==> config.mk <==
export PLATFORM = sky130hd
export DESIGN_NAME = pcc_pwm_config
export DESIGN_NICKNAME = d
export VERILOG_FILES = /design/src/logic/pcc_pkg.sv /design/src/logic/pcc_comp_decode.sv /design/src/logic/pcc_pwm_config.sv
export SDC_FILE = /design/constraint.sdc
export NUM_CORES = 1
export LEC_CHECK = 0
export ABC_CLOCK_PERIOD_IN_PS = 2500
export BUFFER_PORTS_ARGS = -buffer_cell sky130_fd_sc_hd__buf_2
export CORE_MARGIN = 1.5
export CORE_UTILIZATION = 45
export DETAILED_ROUTE_END_ITERATION = 7
export PLACE_DENSITY = 0.72
export SLEW_MARGIN = 0
export SYNTH_ARGS = -nofsm -noshare
export SYNTH_HDL_FRONTEND = slang
export SYNTH_SLANG_ARGS = --single-unit
==> constraint.sdc <==
create_clock -name clk_sys -period 2.5 [get_ports clk_sys]
set_input_delay 0.125 -clock clk_sys [delete_from_list [all_inputs] [get_ports clk_sys]]
set_output_delay 0.125 -clock clk_sys [all_outputs]
set_load 0.02 [all_outputs]
==> src/logic/pcc_pkg.sv <==
// Constants and carrier types for the compensation and phase configuration bank.
// Assumes a command decoder on the same clock that presents one command per request.
package pcc_pkg;

    // Command codes answered by this bank
    localparam logic [7:0] PCC_CMD_COMP     = 8'hd3; // Loop compensation, per page
    localparam logic [7:0] PCC_CMD_CONFIG   = 8'hf5; // Phase and sense, device-wide
    localparam logic [7:0] PCC_PAGE_ALL     = 8'hff; // Page value that addresses both channels

    // Reset values
    localparam logic [7:0] PCC_COMP_RESET   = 8'h70;
    localparam logic [7:0] PCC_CONFIG_RESET = 8'h10;

    // Field positions of the phase and sense setting
    localparam int PCC_FB_SHARE_BIT = 7;
    localparam int PCC_GAIN_MSB     = 6;
    localparam int PCC_GAIN_LSB     = 5;
    localparam int PCC_CLK_GATE_BIT = 4;
    localparam int PCC_PHASE_MSB    = 2;
    localparam int PCC_PHASE_LSB    = 0;
    localparam logic [2:0] PCC_PHASE_MAX = 3'h4; // Highest defined phase code

    // Field positions of the loop compensation setting
    localparam int PCC_GM_MSB   = 7;
    localparam int PCC_GM_LSB   = 5;
    localparam int PCC_RES_MSB  = 4;
    localparam int PCC_RES_LSB  = 0;

    // Data bytes carried by every access
    localparam logic [1:0] PCC_BYTE_COUNT = 2'h1;

    // Shared clock line release state
    typedef enum logic {
        PCC_SC_HOLD     = 1'b0,
        PCC_SC_RELEASED = 1'b1
    } pcc_share_e;

    // One command from the serial front end
    typedef struct packed {
        logic       valid;     // One-cycle request strobe
        logic       write;     // 1 write, 0 read
        logic [7:0] code;      // Command code
        logic [7:0] page;      // Current page
        logic [1:0] byteCount; // Data bytes the host sent
        logic [7:0] data;      // Write data
    } pcc_cmd_s;

    // Answer to one command
    typedef struct packed {
        logic       ack;       // Accepted
        logic       nack;      // Refused
        logic       busyFault; // Refused because a channel runs
        logic [7:0] rdData;    // Read byte, valid with ack on a read
    } pcc_rsp_s;

    // Decoded loop values: gm in uS, resistor in 10 ohm steps
    typedef struct packed {
        logic [12:0] gm;
        logic [12:0] res;
    } pcc_loop_s;

endpackage

==> src/logic/pcc_comp_decode.sv <==
// Lookup of the loop compensation byte into amplifier gm and resistor value.
// Purely combinational; the caller registers the result.
`timescale 1ns/1ps
`default_nettype none
module pcc_comp_decode
    import pcc_pkg::*;
(
    input  wire logic [7:0] comp,
    output var pcc_loop_s   loop
);

    // Amplifier gm in uS for each 3-bit code, eight steps
    function automatic logic [12:0] gmOf(input logic [2:0] code);
        logic [12:0] tbl [8];
        tbl = '{13'h3e8, 13'h690, 13'h92e, 13'hbcc, 13'he6a, 13'h1108, 13'h13b0, 13'h1662};
        return tbl[code];
    endfunction

    // Resistor in 10 ohm units for each 5-bit code; steps widen with the code
    function automatic logic [12:0] resOf(input logic [4:0] code);
        logic [12:0] tbl [32];
        tbl = '{13'h0, 13'h19, 13'h32, 13'h4b, 13'h64, 13'h7d, 13'h96, 13'haf,
                13'hc8, 13'hfa, 13'h12c, 13'h15e, 13'h190, 13'h1c2, 13'h1f4, 13'h226,
                13'h258, 13'h2bc, 13'h320, 13'h384, 13'h44c, 13'h514, 13'h5dc, 13'h6a4,
                13'h7d0, 13'h960, 13'haf0, 13'hc80, 13'hed8, 13'h11f8, 13'h1518, 13'h1838};
        return tbl[code];
    endfunction

    // Both fields decode independently
    always_comb begin
        loop.gm  = gmOf(comp[PCC_GM_MSB:PCC_GM_LSB]);
        loop.res = resOf(comp[PCC_RES_MSB:PCC_RES_LSB]);
    end

endmodule
`default_nettype wire

==> src/logic/pcc_pwm_config.sv <==
// Loop compensation and phase/sense configuration bank with its derived controls.
// Assumes commands arrive decoded on clk_sys; run pins and sync pin are asynchronous.
// What this block does
// - Bits 7..5 of compensation select amplifier gm
// - Bits 4..0 select internal compensation resistor
// - Every access carries exactly one data byte; only writes check the count, reads ignore it
// - Phase offset referenced to sync falling edge
// - Phase setting writable only while powered off
// - Phase write while running: refuse, busy fault, keep
// - Bit 7 makes channel 1 use channel 0 feedback
// - Bits 6..5 pick sense gain 2x/4x/8x
// - Gating on: hold clock low until start threshold
// - Gating on: pull clock low below stop threshold
// - Bits 2..0 pick the two channel phases
// - Phase setting device-wide, resets to 10h
// - Compensation per page, nonvolatile, resets to 70h
`timescale 1ns/1ps
`default_nettype none
module pcc_pwm_config
    import pcc_pkg::*;
(
    input  wire logic       clk_sys,
    input  wire logic       rst,
    input  wire pcc_cmd_s   cmd,          // Command from the serial front end
    output var pcc_rsp_s    rsp,          // Registered answer
    input  wire logic       run0Pin,      // Run pin of channel 0, asynchronous
    input  wire logic       run1Pin,      // Run pin of channel 1, asynchronous
    input  wire logic       cmdOn0,       // Channel 0 commanded on
    input  wire logic       cmdOn1,       // Channel 1 commanded on
    input  wire logic       syncPin,      // External sync, asynchronous
    input  wire logic       vinApplied,   // Input supply present
    input  wire logic       vinAboveOn,   // Supply above input_start_threshold
    input  wire logic       vinBelowOff,  // Supply below input_stop_threshold
    input  wire logic       nvmLoad,      // Restore stored compensation
    input  wire logic [7:0] nvmComp0,     // Stored compensation, page 0
    input  wire logic [7:0] nvmComp1,     // Stored compensation, page 1
    output logic [7:0]      comp0,        // Compensation byte, page 0, for storage
    output logic [7:0]      comp1,        // Compensation byte, page 1, for storage
    output var pcc_loop_s   loop0,        // Decoded loop values, channel 0
    output var pcc_loop_s   loop1,        // Decoded loop values, channel 1
    output logic            fbShare,      // Channel 1 uses channel 0 feedback
    output logic [3:0]      senseGain,    // Gain factor 2, 4 or 8; 0 for reserved
    output logic [8:0]      phase0,       // Channel 0 phase in degrees
    output logic [8:0]      phase1,       // Channel 1 phase in degrees
    output logic            syncRef,      // Pulse on sync falling edge
    output logic            shareClkO,    // Shared clock line drive level, always low
    output logic            shareClkOe    // High while the line is pulled low
);

    logic [2:0]  syncMeta;      // First stage: sync, run1, run0
    logic [2:0]  syncPins;      // Second stage
    logic        syncLast;      // Previous synchronised sync level
    logic [7:0]  cfg;           // Phase and sense setting
    pcc_share_e  shareState;    // Shared clock release state
    pcc_share_e  next_shareState;
    pcc_loop_s   dec0;          // Combinational lookups
    pcc_loop_s   dec1;
    logic        running;       // Any run pin high and any channel commanded on
    logic        isWrite;
    logic        countOk;

    // Running if either run pin is high and either channel is commanded on, pins and commands not paired per channel
    assign running = (syncPins[0] | syncPins[1]) & (cmdOn0 | cmdOn1);
    assign isWrite = cmd.valid & cmd.write;
    assign countOk = (cmd.byteCount == PCC_BYTE_COUNT);

    // Two-flop synchronisers for the asynchronous pins
    always_ff @(posedge clk_sys) begin
        if (rst) begin
            syncMeta <= 3'h0;
            syncPins <= 3'h0;
            syncLast <= 1'b0;
        end else begin
            syncMeta <= {syncPin, run1Pin, run0Pin};
            syncPins <= syncMeta;
            syncLast <= syncPins[2];
        end
    end

    // Phase reference: falling edge only, rising edge ignored
    always_ff @(posedge clk_sys) begin
        if (rst) begin
            syncRef <= 1'b0;
        end else begin
            syncRef <= syncLast & ~syncPins[2];
        end
    end

    // Per-page compensation storage; page ff writes both
    always_ff @(posedge clk_sys) begin
        if (rst) begin
            comp0 <= PCC_COMP_RESET;
            comp1 <= PCC_COMP_RESET;
        end else if (nvmLoad) begin
            // Restore wins over a host write in the same cycle
            comp0 <= nvmComp0;
            comp1 <= nvmComp1;
        end else if (isWrite && cmd.code == PCC_CMD_COMP && countOk) begin
            if (cmd.page == 8'h00 || cmd.page == PCC_PAGE_ALL) begin
                comp0 <= cmd.data;
            end
            if (cmd.page == 8'h01 || cmd.page == PCC_PAGE_ALL) begin
                comp1 <= cmd.data;
            end
        end
    end

    // Device-wide phase and sense setting, locked while running
    always_ff @(posedge clk_sys) begin
        if (rst) begin
            cfg <= PCC_CONFIG_RESET;
        end else if (isWrite && cmd.code == PCC_CMD_CONFIG && countOk && !running) begin
            cfg <= cmd.data;
        end
    end

    // Answer one cycle after the request
    always_ff @(posedge clk_sys) begin
        if (rst) begin
            rsp <= '0;
        end else begin
            rsp <= '0;
            if (cmd.valid) begin
                if (cmd.code != PCC_CMD_COMP && cmd.code != PCC_CMD_CONFIG) begin
                    // Unknown code to this bank
                    rsp.nack <= 1'b1;
                end else if (!cmd.write) begin
                    // Read returns exactly one byte
                    rsp.ack <= 1'b1;
                    if (cmd.code == PCC_CMD_CONFIG) begin
                        rsp.rdData <= cfg;
                    end else begin
                        rsp.rdData <= (cmd.page == 8'h01) ? comp1 : comp0;
                    end
                end else if (!countOk) begin
                    // Wrong byte count: refused, nothing stored
                    rsp.nack <= 1'b1;
                end else if (cmd.code == PCC_CMD_CONFIG && running) begin
                    rsp.nack      <= 1'b1;
                    rsp.busyFault <= 1'b1;
                end else begin
                    rsp.ack <= 1'b1;
                end
            end
        end
    end

    // Compensation lookups, one per channel
    pcc_comp_decode uDec0 (
        .comp (comp0),
        .loop (dec0)
    );
    pcc_comp_decode uDec1 (
        .comp (comp1),
        .loop (dec1)
    );

    // Register decoded loop values so outputs come from flops
    always_ff @(posedge clk_sys) begin
        if (rst) begin
            loop0 <= '0;
            loop1 <= '0;
        end else begin
            loop0 <= dec0;
            loop1 <= dec1;
        end
    end

    // Gain factor; reserved code is the host's duty to avoid
    function automatic logic [3:0] gainOf(input logic [1:0] code);
        unique case (code)
            2'h0:    return 4'h2;
            2'h1:    return 4'h4;
            2'h2:    return 4'h8;
            default: return 4'h0;
        endcase
    endfunction

    // Feedback sharing and sense gain follow the setting
    always_ff @(posedge clk_sys) begin
        if (rst) begin
            fbShare   <= 1'b0;
            senseGain <= 4'h2;
        end else begin
            fbShare   <= cfg[PCC_FB_SHARE_BIT];
            senseGain <= gainOf(cfg[PCC_GAIN_MSB:PCC_GAIN_LSB]);
        end
    end

    // Phase pair per code; reserved codes hold the last pair
    always_ff @(posedge clk_sys) begin
        if (rst) begin
            phase0 <= 9'h0;
            phase1 <= 9'hb4;
        end else begin
            unique case (cfg[PCC_PHASE_MSB:PCC_PHASE_LSB])
                3'h0: begin
                    phase0 <= 9'h0;
                    phase1 <= 9'hb4;
                end
                3'h1: begin
                    phase0 <= 9'h5a;
                    phase1 <= 9'h10e;
                end
                3'h2: begin
                    phase0 <= 9'h0;
                    phase1 <= 9'hf0;
                end
                3'h3: begin
                    phase0 <= 9'h0;
                    phase1 <= 9'h78;
                end
                3'h4: begin
                    phase0 <= 9'h78;
                    phase1 <= 9'hf0;
                end
                default: begin
                    phase0 <= phase0;
                    phase1 <= phase1;
                end
            endcase
        end
    end

    // Shared clock release: gated on thresholds or on supply alone
    always_comb begin
        next_shareState = shareState;
        unique case (shareState)
            PCC_SC_HOLD: begin
                // With gating on, stop level still low blocks release, so a pull request wins; gating off ignores it
                if (cfg[PCC_CLK_GATE_BIT] ? (vinAboveOn && !vinBelowOff) : vinApplied) begin
                    next_shareState = PCC_SC_RELEASED;
                end
            end
            PCC_SC_RELEASED: begin
                if (cfg[PCC_CLK_GATE_BIT] && vinBelowOff) begin
                    next_shareState = PCC_SC_HOLD;
                end
            end
        endcase
    end

    // Open-drain line: drive low only while held
    always_ff @(posedge clk_sys) begin
        if (rst) begin
            shareState <= PCC_SC_HOLD;
            shareClkOe <= 1'b1;
            shareClkO  <= 1'b0;
        end else begin
            shareState <= next_shareState;
            shareClkOe <= (next_shareState == PCC_SC_HOLD);
            shareClkO  <= 1'b0;
        end
    end
endmodule
`default_nettype wire

---- Word-level counts from Yosys, hierarchy flattened ----
Memory sizes are Yosys's and may differ from the RTL's. A register that Yosys moved wholly into a read port is not among the register bits.
Index checks and enable logic that the tools add are counted.
Widths: inputs -> output; s select.
word-level totals
  bits in registers ....................... 68
  bits in read-only memories .............. 1,040
  bits of input ports ..................... 55
  output and inout port bits .............. 105
  logic and storage cells ................. 101
  memories ................................ 4
memories
  name              depth  width  rd ports  clocked after Yosys merged registers in  wr ports  RTL line               RTL
  (name not given)  32     13     1         1                                        0         pcc_comp_decode.sv:26  return tbl[code];
  (name not given)  32     13     1         1                                        0         pcc_comp_decode.sv:26
  (name not given)  8      13     1         1                                        0         pcc_comp_decode.sv:16  return tbl[code];
  (name not given)  8      13     1         1                                        0         pcc_comp_decode.sv:16
operators by class
  equal/unequal tests ..................... 13
  muxes and demuxes ....................... 23
  bitwise gates (word level) .............. 15
  reduce and logical (&&, ||, !) cells .... 29
operators by type and width
  kind                number
  $mux 8              8
  $pmux 9 s4          1
  $pmux 9 s3          1
  $eq 8x8->1 const B  3
  $ne 8x8->1 const B  2
  $not 5->6           2
  $pmux 4 s3          1
  $logic_and 1x1->1   9
  $mux 1              9
  $eq 8x1->1 const B  1
  $logic_not 8->1     1
  $not 3->4           2
  $eq 3x2->1 const B  2
  $not 1->1           6
  $reduce_bool 2->1   3
  $reduce_or 3->1     2
  $reduce_or 5->1     1
  $eq 2x1->1 const B  2
  $mux 2              2
  $reduce_and 2->1    2
  $reduce_bool 4->1   1
  $reduce_or 2->1     2
  $reduce_or 4->1     1
  $and 1x1->1         3
  10 further kinds    13

---- Logic depth before layout (Yosys ltp) ----
  depth after elaboration ................. 7
  depth in mapped cells ................... 8
  mapped depth without buffers ............ 7

---- By module ----
Synthesis repeated with hierarchy kept, for this count alone.
unflattened totals
  cells, all modules ...................... 588
  area, all modules ....................... 5,236.3 sq um
modules (own cells, without submodules)
  module                   times used  cells an instance  area each (sq um)  seq. area each (sq um)
  pcc_pwm_config           1           371                3,839.9            2,202.1
  pcc_comp_decode (uDec0)  1           109                699.4              0.0
  pcc_comp_decode (uDec1)  1           108                696.9              0.0

---- Least setup slack after synthesis ----
OpenSTA, ideal clock, no wires.
  path kind ............................... register -> register
  start ................................... register comp1[1]
  end ..................................... register loop1[4] (netlist name)
  library setup time ...................... 0.065 ns
  arrival time ............................ 1.980 ns
  required time ........................... 2.435 ns
  setup slack ............................. 0.455 ns
  cell stages (with the launch flop) ...... 9
  path buffers ............................ 1
  period minus slack after synthesis ...... 2.045 ns
  cell sequence ........................... dfxtp_1 -> clkbuf_1 -> inv_1 -> ha_1 -> inv_1 -> nor2_1 -> nor2_1 -> mux4_2 -> nor2_1
on the way
  cells in the longest elaborated chain, start to end .. 1
ends and longest elaborated chain
  item                             RTL line               RTL
  start: declaration               pcc_pwm_config.sv:38   output logic [7:0] comp1,
  start signal: assignment         pcc_pwm_config.sv:97   comp1 <= nvmComp1;
  start signal: assignment         pcc_pwm_config.sv:103  comp1 <= cmd.data;
  $not 5->6 (implied by the code)  pcc_comp_decode.sv:26
No other way between the ends.
A chain may end at the register's enable or synchronous reset.

---- Final worst setup path ----
  start ................................... input cmd[26] (netlist bit)
  end ..................................... register comp1[7]
on the way
  cells in the longest elaborated chain, start to end .. 5
ends and longest elaborated chain
  item                                RTL line              RTL
  start: declaration                  pcc_pwm_config.sv:24  input wire pcc_cmd_s cmd,
  $and 1x1->1                         pcc_pwm_config.sv:64  assign isWrite = cmd.valid & cmd.write;
  $logic_and 1x1->1 (2 in series)     pcc_pwm_config.sv:98  end else if (isWrite && cmd.code == PCC_CMD_COMP && countOk) begin
  $reduce_bool 2->1 (no source line)  -
  $reduce_and 2->1 (no source line)   -
No other way between the ends.

==> metrics.md <==
| Metric | Value |
|---|---|
| Htree depth | `3` |
| Final WL | `12300 um` |
| Initial antenna violation count | `0` |
| Worst setup margin | `0.152 ns` |
| Largest net degree at the start of global routing | `50` |
| Ratio of cells with drive above 1 in the final layout | `28.7%` |
| Core Region | `0.0108 mm2` |
| Overall Global Routing Usage | `21.3%` |
| Worst min path class | `input pin to flip-flop` |
| Final global-route overflow total | `0` |
| Post-synth top flop | `dfxtp_1` |
| TNS Setup | `0 ns` |
| P&R area growth vs syn | `22.3%` |
| Final Net Count | `778` |
| Slowest CP cell | `a31oi_1` |
| Setup Skew | `0.0106 ns` |
| Clk Latency, worst-skew pair | `0.38 ns` |
| Final period util | `93.9%` |
| Crit Path Max Fanout | `14` |
| TritonRoute pass-1 iters | `4` |
| Post-synthesis mux area share | `5.17%` |
| CP cell instances | `dlygate4sd3_1 -> buf_2 -> and4b_1 -> and4_1 -> a31oi_1 -> a211oi_1 -> a211oi_1` |
| TritonCTS clock tree | `built` |
| Simple-gate portion of the synthesized area | `18.7%` |
| Mapped Avg Cell Area | `9.10 um2` |
| FFs w/ async S/R, synth | `0%` |
| Hpwl dp | `9090 um` |
| Die width | `108 um` |
| Initial Util | `46.0%` |
| Final hold vios | `0` |
| # Max-Cap Violations | `0` |
| F_max | `426 MHz` |
| Worst Path Arrival | `2.63 ns` |
| Final min period | `2.35 ns` |
| Initial DRC count | `194` |
| Placed instance count | `811` |
| Top cell family by delay on the critical path | `compound AO/OA/AOI/OAI gates` |
| Final setup vio count | `0` |
| Sequential fraction of the synthesis area | `43.5%` |
| Routed length on met1 | `5320 um` |
| CP endpoint kind | `flip-flop` |
| Wire per inst | `14.8 um` |
| Synth Instances | `546` |
| #FFs+latches synth | `108` |
| Finished Layout Cells | `837` |
| Met3 Wirelength | `809 um` |
| Filler Cells Inserted | `1004` |
| Post-cts sizing count | `0` |
| DRC | `0` |
| Netlist cell types | `55` |
| CP Class | `input pin to flip-flop` |
| Die height | `108 um` |
| Status | `finished, final reports clean` |
| N_diodes | `0` |
| ANT nets after route | `0` |
| Post-Syn Area | `0.00497 mm2` |
| Largest family of logic cells by synthesized area | `simple AND/OR/NAND/NOR gates` |
| RSZ-0062 raised after global routing | `no` |
| Adder-cell share of the synthesized area | `7.56%` |
| CP required | `2.79 ns` |
| Post-Synth XOR/XNOR Area | `0.529%` |
| Port bufs | `150` |
| Yosys warnings | `0` |
| Compound-Gate Fraction of Synth Area | `17.1%` |
| Total Power | `0.00359 W` |
| Buffers and inverters on the worst path | `2` |
| Leakage | `2.83 nW` |
| Number of synthesized flops with an enable pin | `0` |
| Vias per inst | `5.17` |
| Clock sink total | `108` |
| Clk buf depth | `2` |
| Max incr delay on CP | `1.00 ns` |
| Pre-CTS setup slack | `0.372 ns` |
| FP Rows | `38` |
| Area of the multi-input gates | `0.00247 mm2` |
| Final Hold Slack | `0.0224 ns` |
| Cell seen most often among critical-path stages | `a211oi_1` |
| Uppermost layer routed | `met4` |
| Least-Margin Pin Slew | `1.25 ns` |
| Slew headroom | `16.6%` |
| TritonCTS Buffers | `9` |
| GPL Wtd Cong | `0.841` |
| Startpoint Class | `input pin` |
| PwrDens | `591 mW/mm2` |
| Io pins | `160` |
| Register area | `0.00216 mm2` |
| Vias | `4326` |
| Max Slew Vio Count | `0` |
| Met2 routed WL | `5970 um` |
| Die area | `0.0117 mm2` |
| First-pass GRT wire length | `19200 um` |
| Root Driver | `clkbuf_8` |
| Worst-path clk slew | `0.10 ns` |
| Vias in the first global route | `3959` |
| Worst VDD drop | `0.332 mV` |
## cell type report
type	instances	share of cell area [%]
multi-input combinational	370	40.7
clock buffer	9	2.04
clock inverter	6	1.05
sequential	108	35.6
inverter	28	1.73
timing repair buffer	176	16.0
tap	140	2.88
## path summary, 6_finish.rpt
path | start | endpoint | depth (start not counted) | slack (ns)
min reg2reg | syncPins[2]$_SDFF_PP0_ | syncRef$_SDFF_PP0_ | 1 | 0.41
max reg2reg | comp1[1]$_SDFFE_PP0P_ | loop1[4]$_SDFF_PP0_ | 7 | 0.46
min | cmd[3] | cfg[3]$_SDFFE_PP0P_ | 3 | 0.02
max | cmd[26] | comp1[7]$_SDFFE_PP0P_ | 7 | 0.15
## state kept, by name, indices dropped and copies added (netlist names), 6 cells and up
name / cells
loop0: 25
loop1: 25
phase1: 6
rsp: 11
cfg: 8
comp0: 8
comp1: 8
## cell families (layout without fill, tap and decap cells)
family / after synthesis / count (layout)
compound gates: 129 / 129
xor+xnor: 3 / 3
fa+ha+maj: 30 / 30
buf+inv: 76 / 219
flops: 108 / 108
mux: 18 / 18
other cells: 1 / 9
simple gates: 181 / 181
## cell usage in the layout (no fill, tap or decap), types with 3 or more instances in the layout
| master | Yosys | final |
|---|---|---|
| nand3_1 | 5 | 5 |
| and3_1 | 4 | 4 |
| clkbuf_8 | 0 | 9 |
| a21oi_2 | 3 | 3 |
| nor2_1 | 67 | 67 |
| a21o_1 | 6 | 6 |
| buf_4 | 14 | 15 |
| nand2_1 | 24 | 24 |
| clkinv_1 | 3 | 3 |
| a211oi_2 | 3 | 3 |
| a21oi_1 | 47 | 47 |
| dfxtp_1 | 108 | 108 |
| a211oi_1 | 32 | 32 |
| dlygate4sd3_1 | 0 | 11 |
| and2_1 | 6 | 6 |
| mux4_2 | 6 | 6 |
| o21ai_0 | 13 | 13 |
| nor2b_1 | 25 | 25 |
| buf_2 | 1 | 150 |
| nor2_4 | 3 | 3 |
| nand2b_1 | 7 | 7 |
| a311oi_1 | 5 | 5 |
| nor3_1 | 14 | 14 |
| ha_1 | 30 | 30 |
| inv_1 | 25 | 25 |
| conb_1 | 1 | 9 |
| nor3b_1 | 7 | 7 |
| a211o_1 | 4 | 4 |
| mux2i_1 | 11 | 11 |
| or3_1 | 4 | 4 |
## stage by stage
step           utilization (%)  instance area (um2)
6_report                  56.3                 6070
5_1_grt                   56.3                 6070
4_1_cts                   56.3                 6070
3_5_place_dp              53.5                 5780
3_3_place_gp              53.5                 5780
2_1_floorplan                -                 5000
## report_power, final
group	total (W)	internal (W)	switching (W)
registers	0.00187	0.00181	0.0000588
logic	0.000669	0.000262	0.000406
clock network	0.00105	0.000458	0.000594
## cells in the mapped netlist, types with 5 or more instances
| master | instances | area, um2 |
|---|---|---|
| buf_1 | 5 | 18.8 |
| mux2i_1 | 11 | 110 |
| ha_1 | 30 | 375 |
| o21ai_0 | 13 | 65.1 |
| nand2b_1 | 7 | 43.8 |
| a21oi_1 | 47 | 235 |
| mux4_2 | 6 | 135 |
| dfxtp_1 | 108 | 2160 |
| nor3b_1 | 7 | 52.6 |
| nand2_1 | 24 | 90.1 |
| inv_1 | 25 | 93.8 |
| a211oi_1 | 32 | 240 |
| a311oi_1 | 5 | 43.8 |
| nor3_1 | 14 | 70.1 |
| and2_1 | 6 | 37.5 |
| buf_4 | 14 | 105 |
| nand3_1 | 5 | 25.0 |
| nor2_1 | 67 | 251 |
| nor2b_1 | 25 | 156 |
| clkbuf_1 | 26 | 97.6 |
| a21o_1 | 6 | 45.0 |
## repair_timing
item,in CTS,in global routing
hold buffers,11,0
endpoints found under the hold margin,10,0
buffers inserted,0,0
## worst reg2reg max path, cell delays in order (launching register included)
cell and delay, ns:
dfxtp_1 0.64, inv_1 0.13, ha_1 0.40, inv_1 0.10, nor2_1 0.13, nor2_1 0.06
mux4_2 0.45, nor2_1 0.09
## routing by layer
layer,global-route usage (%),vias up
met1,26.6,1997
li1,-,2159
met3,3.86,15
met2,35.8,155
met4,9.77,0
met5,0,-
(Power assumes the default switching activity.)
